### src/core/edc_pkg.sv
// Shared constants, pin bundle and state codes for the EDO DRAM host controller.
// Assumes a 20 MHz system clock and a 1M x 16 EDO DRAM on the far side.
package edc_pkg;
    // Clock period
    localparam int CLK_NS = 50;
    // Power-up pause, least time, rounded up
    localparam int T_POWER_NS = 200000;
    localparam int POWER_CYC = (T_POWER_NS + CLK_NS - 1) / CLK_NS;
    // Strobe refreshes needed to wake the array
    localparam int WAKE_CYCLES = 8;
    // Refresh period over all rows, longest time, rounded down per row
    localparam int T_REF_PERIOD_NS = 16000000;
    localparam int REF_ROWS = 1024;
    localparam int REF_INTERVAL_CYC = T_REF_PERIOD_NS / REF_ROWS / CLK_NS;
    // Self refresh period kept by the device itself, in ms
    localparam int T_SELF_REF_MS = 128;
    // Longest row strobe low time in page mode, rounded down
    localparam int T_RASP_MAX_NS = 100000;
    localparam int RAS_MAX_CYC = T_RASP_MAX_NS / CLK_NS;
    // Least page cycle and strobe-first setup, rounded up
    localparam int T_PC_NS = 20;
    localparam int T_CSR_NS = 5;
    localparam int CSR_CYC = (T_CSR_NS + CLK_NS - 1) / CLK_NS;
    // Widths
    localparam int ROW_W = 10;
    localparam int COL_W = 10;
    localparam int ADDR_W = ROW_W + COL_W;
    localparam int DQ_W = 16;
    localparam int LANE_W = 8;
    // Bound on refresh service latency, in cycles
    localparam int REF_SERVICE_MAX = 40;

    // Pins driven toward the DRAM, all strobes active low
    typedef struct packed {
        logic ras_n;
        logic lower_byte_column_strobe_n;
        logic upper_byte_column_strobe_n;
        logic we_n;
        logic oe_n;
        logic [ROW_W-1:0] addr;
    } edc_pins_t;

    localparam edc_pins_t PINS_IDLE = {5'h1f, 10'h000};

    typedef enum logic [3:0] {
        ST_POWER_WAIT = 4'h0,
        ST_IDLE = 4'h1,
        ST_ROW = 4'h2,
        ST_COL = 4'h3,
        ST_RD_A = 4'h4,
        ST_RD_B = 4'h5,
        ST_PRE = 4'h6,
        ST_REF_CAS = 4'h7,
        ST_REF_RAS = 4'h8,
        ST_REF_PRE = 4'h9
    } edc_state_t;
endpackage

### src/core/edc_sync2.sv
// Two-stage synchroniser for a bus of pin inputs.
// Assumes the bits are only read as a group once settled.
`timescale 1ns/1ps
module edc_sync2 #(
    parameter int W = 16
) (
    input wire logic sys_clk,
    input wire logic rst,
    input wire logic [W-1:0] din,
    output logic [W-1:0] dout
);
    logic [W-1:0] meta_q;

    if (W < 1) begin : g_chk
        $error("edc_sync2: width must be positive");
    end

    // First stage feeds only the second stage
    always_ff @(posedge sys_clk) begin
        if (rst) begin
            meta_q <= '0;
            dout <= '0;
        end else begin
            meta_q <= din;
            dout <= meta_q;
        end
    end
endmodule

### src/core/edc_refresh_sched.sv
// Refresh interval timer: raises due once per row interval and flags overrun
// when a second interval expires before the first was served.
// Assumes ack and wake_start are one-cycle pulses from the same clock.
`timescale 1ns/1ps
module edc_refresh_sched #(
    parameter int INTERVAL = 312
) (
    input wire logic sys_clk,
    input wire logic rst,
    input wire logic enable,
    input wire logic ack,
    input wire logic wake_start,
    output logic due,
    output logic overrun
);
    localparam int CW = $clog2(INTERVAL + 1);
    localparam logic [CW-1:0] LAST = CW'(INTERVAL - 1);
    logic [CW-1:0] cnt_q;
    logic tick;

    if (INTERVAL < 2) begin : g_chk
        $error("edc_refresh_sched: interval too short");
    end

    assign tick = enable && (cnt_q == LAST);

    // Interval counter
    always_ff @(posedge sys_clk) begin
        if (rst || !enable || tick) begin
            cnt_q <= '0;
        end else begin
            cnt_q <= cnt_q + 1'b1;
        end
    end

    // Due flag; a new tick wins over the acknowledge
    always_ff @(posedge sys_clk) begin
        if (rst) begin
            due <= 1'b0;
        end else if (tick) begin
            due <= 1'b1;
        end else if (ack) begin
            due <= 1'b0;
        end
    end

    // Overrun flag; set wins over the clear from a wake start
    always_ff @(posedge sys_clk) begin
        if (rst) begin
            overrun <= 1'b0;
        end else if (tick && due && !ack) begin
            overrun <= 1'b1;
        end else if (wake_start) begin
            overrun <= 1'b0;
        end
    end
endmodule

### src/core/edc_host.sv
// Host controller for a 1M x 16 EDO DRAM: power-up wake, single-word
// accesses with byte lanes, and strobe-first refresh.
// Assumes sys_clk at 20 MHz, data pins resolved by the surrounding wiring.
//
// Function
// - Wait 200 us, then eight wake refreshes
// - Repeat wake sequence after a missed refresh
// - 1024 refreshes within every 16 ms
// - Pulse both strobes high between cycles
// - Write enable low before column strobe: early write
// - Undefined write timing leaves data pins unknown
// - Output enable high, late write enable: late write
// - Never tie output enable low permanently
// - Write command is write enable falling edge
// - Output enable high during any write
// - Column strobe 5 ns before row: refresh
// - Write enable pulse of 10 ns disables outputs
// - Row strobe low at most 100K ns
// - Hidden refresh needs output enable already low
`timescale 1ns/1ps
module edc_host
    import edc_pkg::*;
#(
    parameter int POWER_WAIT = POWER_CYC,
    parameter int REF_INTERVAL = REF_INTERVAL_CYC
) (
    input wire logic sys_clk,
    input wire logic rst,
    input wire logic req_valid,
    input wire logic req_write,
    input wire logic [ADDR_W-1:0] req_addr,
    input wire logic [DQ_W-1:0] req_wdata,
    input wire logic [1:0] req_be,
    output logic req_ready,
    output logic rsp_valid,
    output logic [DQ_W-1:0] rsp_rdata,
    output logic init_done,
    output edc_pins_t dram_pins,
    output logic [DQ_W-1:0] dq_out,
    output logic dq_oe,
    input wire logic [DQ_W-1:0] dq_in
);
    localparam int PW_W = 13;
    localparam int SERVICE_MAX = REF_SERVICE_MAX;

    edc_state_t state_q, state_d;
    edc_pins_t pins_d;
    logic [PW_W-1:0] wait_q;
    logic [3:0] wake_q;
    logic wr_q;
    logic [1:0] be_q;
    logic [ADDR_W-1:0] addr_q;
    logic [DQ_W-1:0] wdata_q;
    logic [DQ_W-1:0] dq_sync;
    logic due, overrun, take, ref_ack, wake_start, dq_oe_d;

    if (POWER_WAIT < 1 || POWER_WAIT > 8191 || REF_INTERVAL < 2) begin : g_chk
        $error("edc_host: timing parameter out of range");
    end

    // Read data crosses in from the pins through two flops
    edc_sync2 #(.W(DQ_W)) u_sync (
        .sys_clk(sys_clk),
        .rst(rst),
        .din(dq_in),
        .dout(dq_sync)
    );

    // Row refresh pacing, 1024 rows per period
    edc_refresh_sched #(.INTERVAL(REF_INTERVAL)) u_ref (
        .sys_clk(sys_clk),
        .rst(rst),
        .enable(init_done),
        .ack(ref_ack),
        .wake_start(wake_start),
        .due(due),
        .overrun(overrun)
    );

    assign take = (state_q == ST_IDLE) && req_valid && req_ready;
    assign ref_ack = (state_q == ST_REF_PRE) && (wake_q == 4'h0);
    assign wake_start = (state_q == ST_IDLE) && !take && overrun;

    // Next state
    always_comb begin
        state_d = state_q;
        case (state_q)
            ST_POWER_WAIT: begin
                if (wait_q == PW_W'(POWER_WAIT - 1)) begin
                    state_d = ST_REF_CAS;
                end
            end
            ST_IDLE: begin
                if (take) begin
                    state_d = ST_ROW;
                end else if (due || overrun) begin
                    state_d = ST_REF_CAS;
                end
            end
            ST_ROW: state_d = ST_COL;
            ST_COL: state_d = wr_q ? ST_PRE : ST_RD_A;
            ST_RD_A: state_d = ST_RD_B;
            ST_RD_B: state_d = ST_PRE;
            ST_PRE: state_d = ST_IDLE;
            ST_REF_CAS: state_d = ST_REF_RAS;
            ST_REF_RAS: state_d = ST_REF_PRE;
            ST_REF_PRE: state_d = (wake_q != 4'h0) ? ST_REF_CAS : ST_IDLE;
            default: state_d = ST_POWER_WAIT;
        endcase
    end

    // Pin values for the coming state
    always_comb begin
        pins_d = PINS_IDLE;
        dq_oe_d = 1'b0;
        case (state_d)
            ST_ROW: begin
                // Entered only on a take, so the request itself is still on the inputs
                pins_d.ras_n = 1'b0;
                pins_d.addr = req_addr[ADDR_W-1:COL_W];
                pins_d.we_n = !req_write;
                dq_oe_d = req_write;
            end
            ST_COL, ST_RD_A, ST_RD_B: begin
                pins_d.ras_n = 1'b0;
                pins_d.addr = addr_q[COL_W-1:0];
                pins_d.lower_byte_column_strobe_n = !be_q[0];
                pins_d.upper_byte_column_strobe_n = !be_q[1];
                pins_d.we_n = !wr_q;
                // Write enable always leads the strobe; no late write is issued
                pins_d.oe_n = wr_q;
                dq_oe_d = wr_q;
            end
            ST_REF_CAS: begin
                // Refresh starts from idle, the power-up pause or a previous wake refresh, with output enable high, never hidden
                pins_d.lower_byte_column_strobe_n = 1'b0;
                pins_d.upper_byte_column_strobe_n = 1'b0;
            end
            ST_REF_RAS: begin
                pins_d.ras_n = 1'b0;
                pins_d.lower_byte_column_strobe_n = 1'b0;
                pins_d.upper_byte_column_strobe_n = 1'b0;
            end
            default: begin
                pins_d = PINS_IDLE;
                dq_oe_d = 1'b0;
            end
        endcase
    end

    // State register
    always_ff @(posedge sys_clk) begin
        if (rst) begin
            state_q <= ST_POWER_WAIT;
        end else begin
            state_q <= state_d;
        end
    end

    // Pin registers, all strobes high at reset
    always_ff @(posedge sys_clk) begin
        if (rst) begin
            dram_pins <= PINS_IDLE;
            dq_oe <= 1'b0;
        end else begin
            dram_pins <= pins_d;
            dq_oe <= dq_oe_d;
        end
    end

    // Write data driven toward the pins
    always_ff @(posedge sys_clk) begin
        if (rst) begin
            dq_out <= '0;
        end else if (take) begin
            dq_out <= req_wdata;
        end
    end

    // Power-up pause counter
    always_ff @(posedge sys_clk) begin
        if (rst) begin
            wait_q <= '0;
        end else if (state_q == ST_POWER_WAIT) begin
            wait_q <= wait_q + 1'b1;
        end
    end

    // Wake refresh count: eight at power-up and after an overrun
    always_ff @(posedge sys_clk) begin
        if (rst) begin
            wake_q <= 4'h0;
        end else if ((state_q == ST_POWER_WAIT && state_d == ST_REF_CAS) || wake_start) begin
            wake_q <= 4'(WAKE_CYCLES - 1);
        end else if (state_q == ST_REF_PRE && wake_q != 4'h0) begin
            wake_q <= wake_q - 1'b1;
        end
    end

    // Init done once the first wake sequence ends
    always_ff @(posedge sys_clk) begin
        if (rst) begin
            init_done <= 1'b0;
        end else if (ref_ack) begin
            init_done <= 1'b1;
        end
    end

    // Request capture
    always_ff @(posedge sys_clk) begin
        if (rst) begin
            wr_q <= 1'b0;
            be_q <= 2'h0;
            addr_q <= '0;
        end else if (take) begin
            wr_q <= req_write;
            be_q <= req_be;
            addr_q <= req_addr;
        end
    end

    // Ready only while the next state is idle
    always_ff @(posedge sys_clk) begin
        if (rst) begin
            req_ready <= 1'b0;
        end else begin
            req_ready <= (state_d == ST_IDLE) && !take;
        end
    end

    // Response pulse and read data, captured while strobes are still low
    always_ff @(posedge sys_clk) begin
        if (rst) begin
            rsp_valid <= 1'b0;
            rsp_rdata <= '0;
        end else begin
            rsp_valid <= (state_q == ST_RD_B) || (state_q == ST_COL && wr_q);
            if (state_q == ST_RD_B) begin
                rsp_rdata <= dq_sync;
            end
        end
    end
endmodule

### config.mk
export PLATFORM = sky130hd
export DESIGN_NAME = edc_host
export DESIGN_NICKNAME = d
export VERILOG_FILES = /design/src/core/edc_pkg.sv /design/src/core/edc_sync2.sv /design/src/core/edc_refresh_sched.sv /design/src/core/edc_host.sv
export SDC_FILE = /design/constraint.sdc
export NUM_CORES = 1
export LEC_CHECK = 0
export BUFFER_PORTS_ARGS = -buffer_cell sky130_fd_sc_hd__buf_2
export CORE_AREA = 2 2 118 120
export CTS_CLUSTER_SIZE = 24
export DETAILED_ROUTE_END_ITERATION = 8
export DIE_AREA = 0 0 120 122
export PLACE_DENSITY = 0.51
export RECOVER_POWER = 50
export SKIP_CTS_REPAIR_TIMING = 1
export SLEW_MARGIN = 20
export SYNTH_ARGS = -nofsm -noshare
export SYNTH_HDL_FRONTEND = slang
export SYNTH_SLANG_ARGS = --single-unit
### constraint.sdc
create_clock -name sys_clk -period 3 [get_ports sys_clk]
set_input_delay 0.75 -clock sys_clk [delete_from_list [all_inputs] [get_ports sys_clk]]
set_output_delay 0.75 -clock sys_clk [all_outputs]
set_load 0.005 [all_outputs]
==> results.py <==
metrics = {
    "finish": {
        "layout_commonest_cell": "dfxtp_1",
        "layout_common_cells": "dfxtp_1, nand2_1, buf_2",
        "multiInputGateArea_sq_um": 1830,
        "drive_gt1_frac": 0.225,
        "final_net_count": 662,
        "utilization": 0.427,
        "nFillCells": 1386,
        "syn_to_final_growth_pct": 25.4,
        "final-seq-area_sq_um": 2560,
        "num_antenna_cells": 0,
    },
    "clocking": {
        "cts_tree": "done",
        "insertion_delay_ns": 0.41,
        "cts_root_buffer": "clkbuf_16",
        "cts.sinks": 128,
        "cts_buffer_depth": 2,
        "clk_pin_slew_ns": 0.06,
        "numCtsBuffers": 17,
        "htree_levels": 4,
    },
    "global_routing": {
        "antenna_found_initial": 0,
        "grt_max_degree": 55,
        "grt_first_pass_wirelength_um": 15500,
        "first_global_vias": 3308,
        "track_usage": 0.135,
        "grt_overflow": 0,
    },
    "synthesis": {
        "netlist_area_sq_um": 4590,
        "synthArstFlopShare": 0,
        "yosys_warnings": 0,
        "syn_avg_cell_area_sq_um": 9.28,
        "ys_ff_latch": 128,
        "synth_seq_area_share": 0.558,
        "syn-instance-count": 495,
        "synth-edff-count": 0,
        "yosys.cell_types.count": 45,
        "syn-num-nets": 556,
        "ys.flop_type": "dfxtp_1",
    },
    "route": {
        "via_per_inst": 4.60,
        "drt_iter0_drc": 276,
        "ant_nets": 0,
        "routed_wl_um": 9610,
        "num_vias": 3650,
        "drc_errors": 0,
        "dr.pass1.iters": 4,
        "wl_per_cell_um": 12.1,
    },
    "sta": {
        "tightest_slew_ns": 1.08,
        "layout_setup_ws_ns": 0.517,
        "fin_tns_setup_ns": 0,
        "finalHoldViolCount": 0,
        "post-route-period-util": 0.828,
        "slew_headroom": 0.277,
        "max_freq_ghz": 0.403,
        "finalClockSkew_ns": 0.00913,
        "rsz0062_at_grt": "no",
        "period_needed_ns": 2.48,
        "setup_viol": 0,
        "maxSlewViolCount": 0,
    },
    "power_and_ir_drop": {
        "seqPwrFrac": 0.461,
        "internal_power_uw": 3000,
        "leakagePower_uw": 0.00220,
        "p_per_area_nw_per_um2": 652,
        "p_sw_frac": 0.202,
        "p_comb_frac": 0.022,
        "ir_worst_vdd_mv": 0.352,
        "clockPowerShare": 0.517,
        "switching_power_uw": 758,
    },
    "die": {
        "dieWidth_um": 120,
        "die_h_um": 122,
        "row_count": 43,
        "core_sq_um": 13500,
        "io_pins": 109,
        "start_util": 0.340,
        "dieArea_sq_um": 14600,
    },
    "run": {
        "maxCapViolCount": 0,
    },
    "hold_path": {
        "hp-class": "reg -> reg",
        "hp-start": "u_sync.dout[6]",
    },
    "critical_path": {
        "r2r_slack_ns": 0.52,
        "worstReg2RegStart": "state_q[1]",
        "start_kind": "flip-flop",
        "startpoint": "state_q[1]",
        "critical_path_class": "reg -> reg",
        "cp.arrival_ns": 2.79,
        "crit_path_end_kind": "flip-flop",
        "crit_fanout": 14,
        "required_ns": 3.30,
    },
    "place": {
        "io_buffer_count": 108,
        "dp_slack_ns": 0.543,
        "hpwlAfterDp_um": 6560,
        "gp_congestion": 0.824,
    },
    "outcome": {
        "status": "finished clean",
    },
}
[critical path, stage by stage, from the launching register on]
cell      delay (ns)
dfxtp_1         0.44
or4_4           0.63
nor4_4          0.41
a311oi_2        0.13
a32oi_2         0.29
nor2_2          0.16
a32o_1          0.32
[power by group through the flow]
| stage | Clock [uW] | Sequential (uW) | Combinational (uW) |
|---|---|---|---|
| 2_1_floorplan | 0 | 1770 | 40.4 |
| 4_1_cts | 2000 | 1730 | 85.6 |
| 3_3_place_gp | 0 | 1770 | 83.9 |
| 3_5_place_dp | 0 | 1770 | 84.9 |
| 5_1_grt | 2070 | 1730 | 94.2 |
| 6_report | 1940 | 1730 | 83.8 |
[sequential cells by signal, summed over array words and instances (netlist names), 2 cells and up]
name and count:
dq_out 16, u_sync.dout 16, state_q 4, dram_pins 15
u_ref.cnt_q 9, wake_q 4, rsp_rdata 16, be_q 2
wait_q 13, addr_q 10, u_sync.meta_q 16
[through the flow]
stage / area, sq um / instances / hold slack, ns / power, uW
2_1_floorplan: 4590 / 495 / 0.414 / 1810
3_3_place_gp: 5240 / 762 / 0.416 / 1850
3_5_place_dp: 5240 / 762 / 0.421 / 1850
4_1_cts: 5810 / 794 / 0.434 / 3820
5_1_grt: 5760 / 794 / 0.438 / 3900
6_report: 5760 / 794 / 0.434 / 3760
[cells by family (layout without fill, tap and decap cells)]
kind of cell,Yosys count,count (layout),synth area share
simple gates,219,219,0.231
flops,128,128,0.558
fa+ha+maj,3,3,0.00817
compound gates,90,90,0.121
buf+inv,35,154,0.0436
xor+xnor,20,20,0.0381
[layer usage]
layer | vias to the layer above | track usage | share of wire
met5 | - | 0 | 0
li1 | 1871 | - | -
met1 | 1644 | 0.171 | 0.49
met4 | 0 | 0.0699 | 0.015
met2 | 123 | 0.201 | 0.43
met3 | 12 | 0.0487 | 0.070
[path summary, 6_finish.rpt]
check / end / cells after the start
worst max-delay path: dq_oe / 6
worst min register to register: rsp_rdata[6] / 2
worst max register to register: dq_oe / 6
worst min-delay path: rsp_rdata[6] / 2
[cells in the mapped netlist, types with 2 or more instances]
cell,n,area (sq um)
nand4_1,9,56.3
or3_1,4,25.0
a32oi_1,2,17.5
nor3b_1,2,15.0
nand2_1,107,402
and3_1,5,31.3
a21oi_1,58,290
inv_1,9,33.8
xnor2_1,6,52.6
nor4_1,3,18.8
clkbuf_8,6,82.6
nor2_1,35,131
a22o_2,8,80.1
nor2b_1,32,200
ha_1,3,37.5
or2b_2,2,17.5
dfxtp_1,128,2560
clkbuf_1,18,67.6
nor4_4,2,42.5
a22o_1,2,17.5
nand3_1,9,45.0
a2bb2oi_1,2,17.5
o21ai_0,8,40.0
xor2_1,14,123
[final cells by class]
| cell class | instances | share of cell area |
|---|---|---|
| Clock buffer | 21 | 0.0782 |
| Clock inverter | 11 | 0.0200 |
| Inverter | 9 | 0.00586 |
| Multi-Input combinational cell | 332 | 0.318 |
| Sequential cell | 128 | 0.445 |
| Tap cell | 180 | 0.0391 |
| Timing Repair Buffer | 113 | 0.0944 |
(Power assumes the default switching activity.)
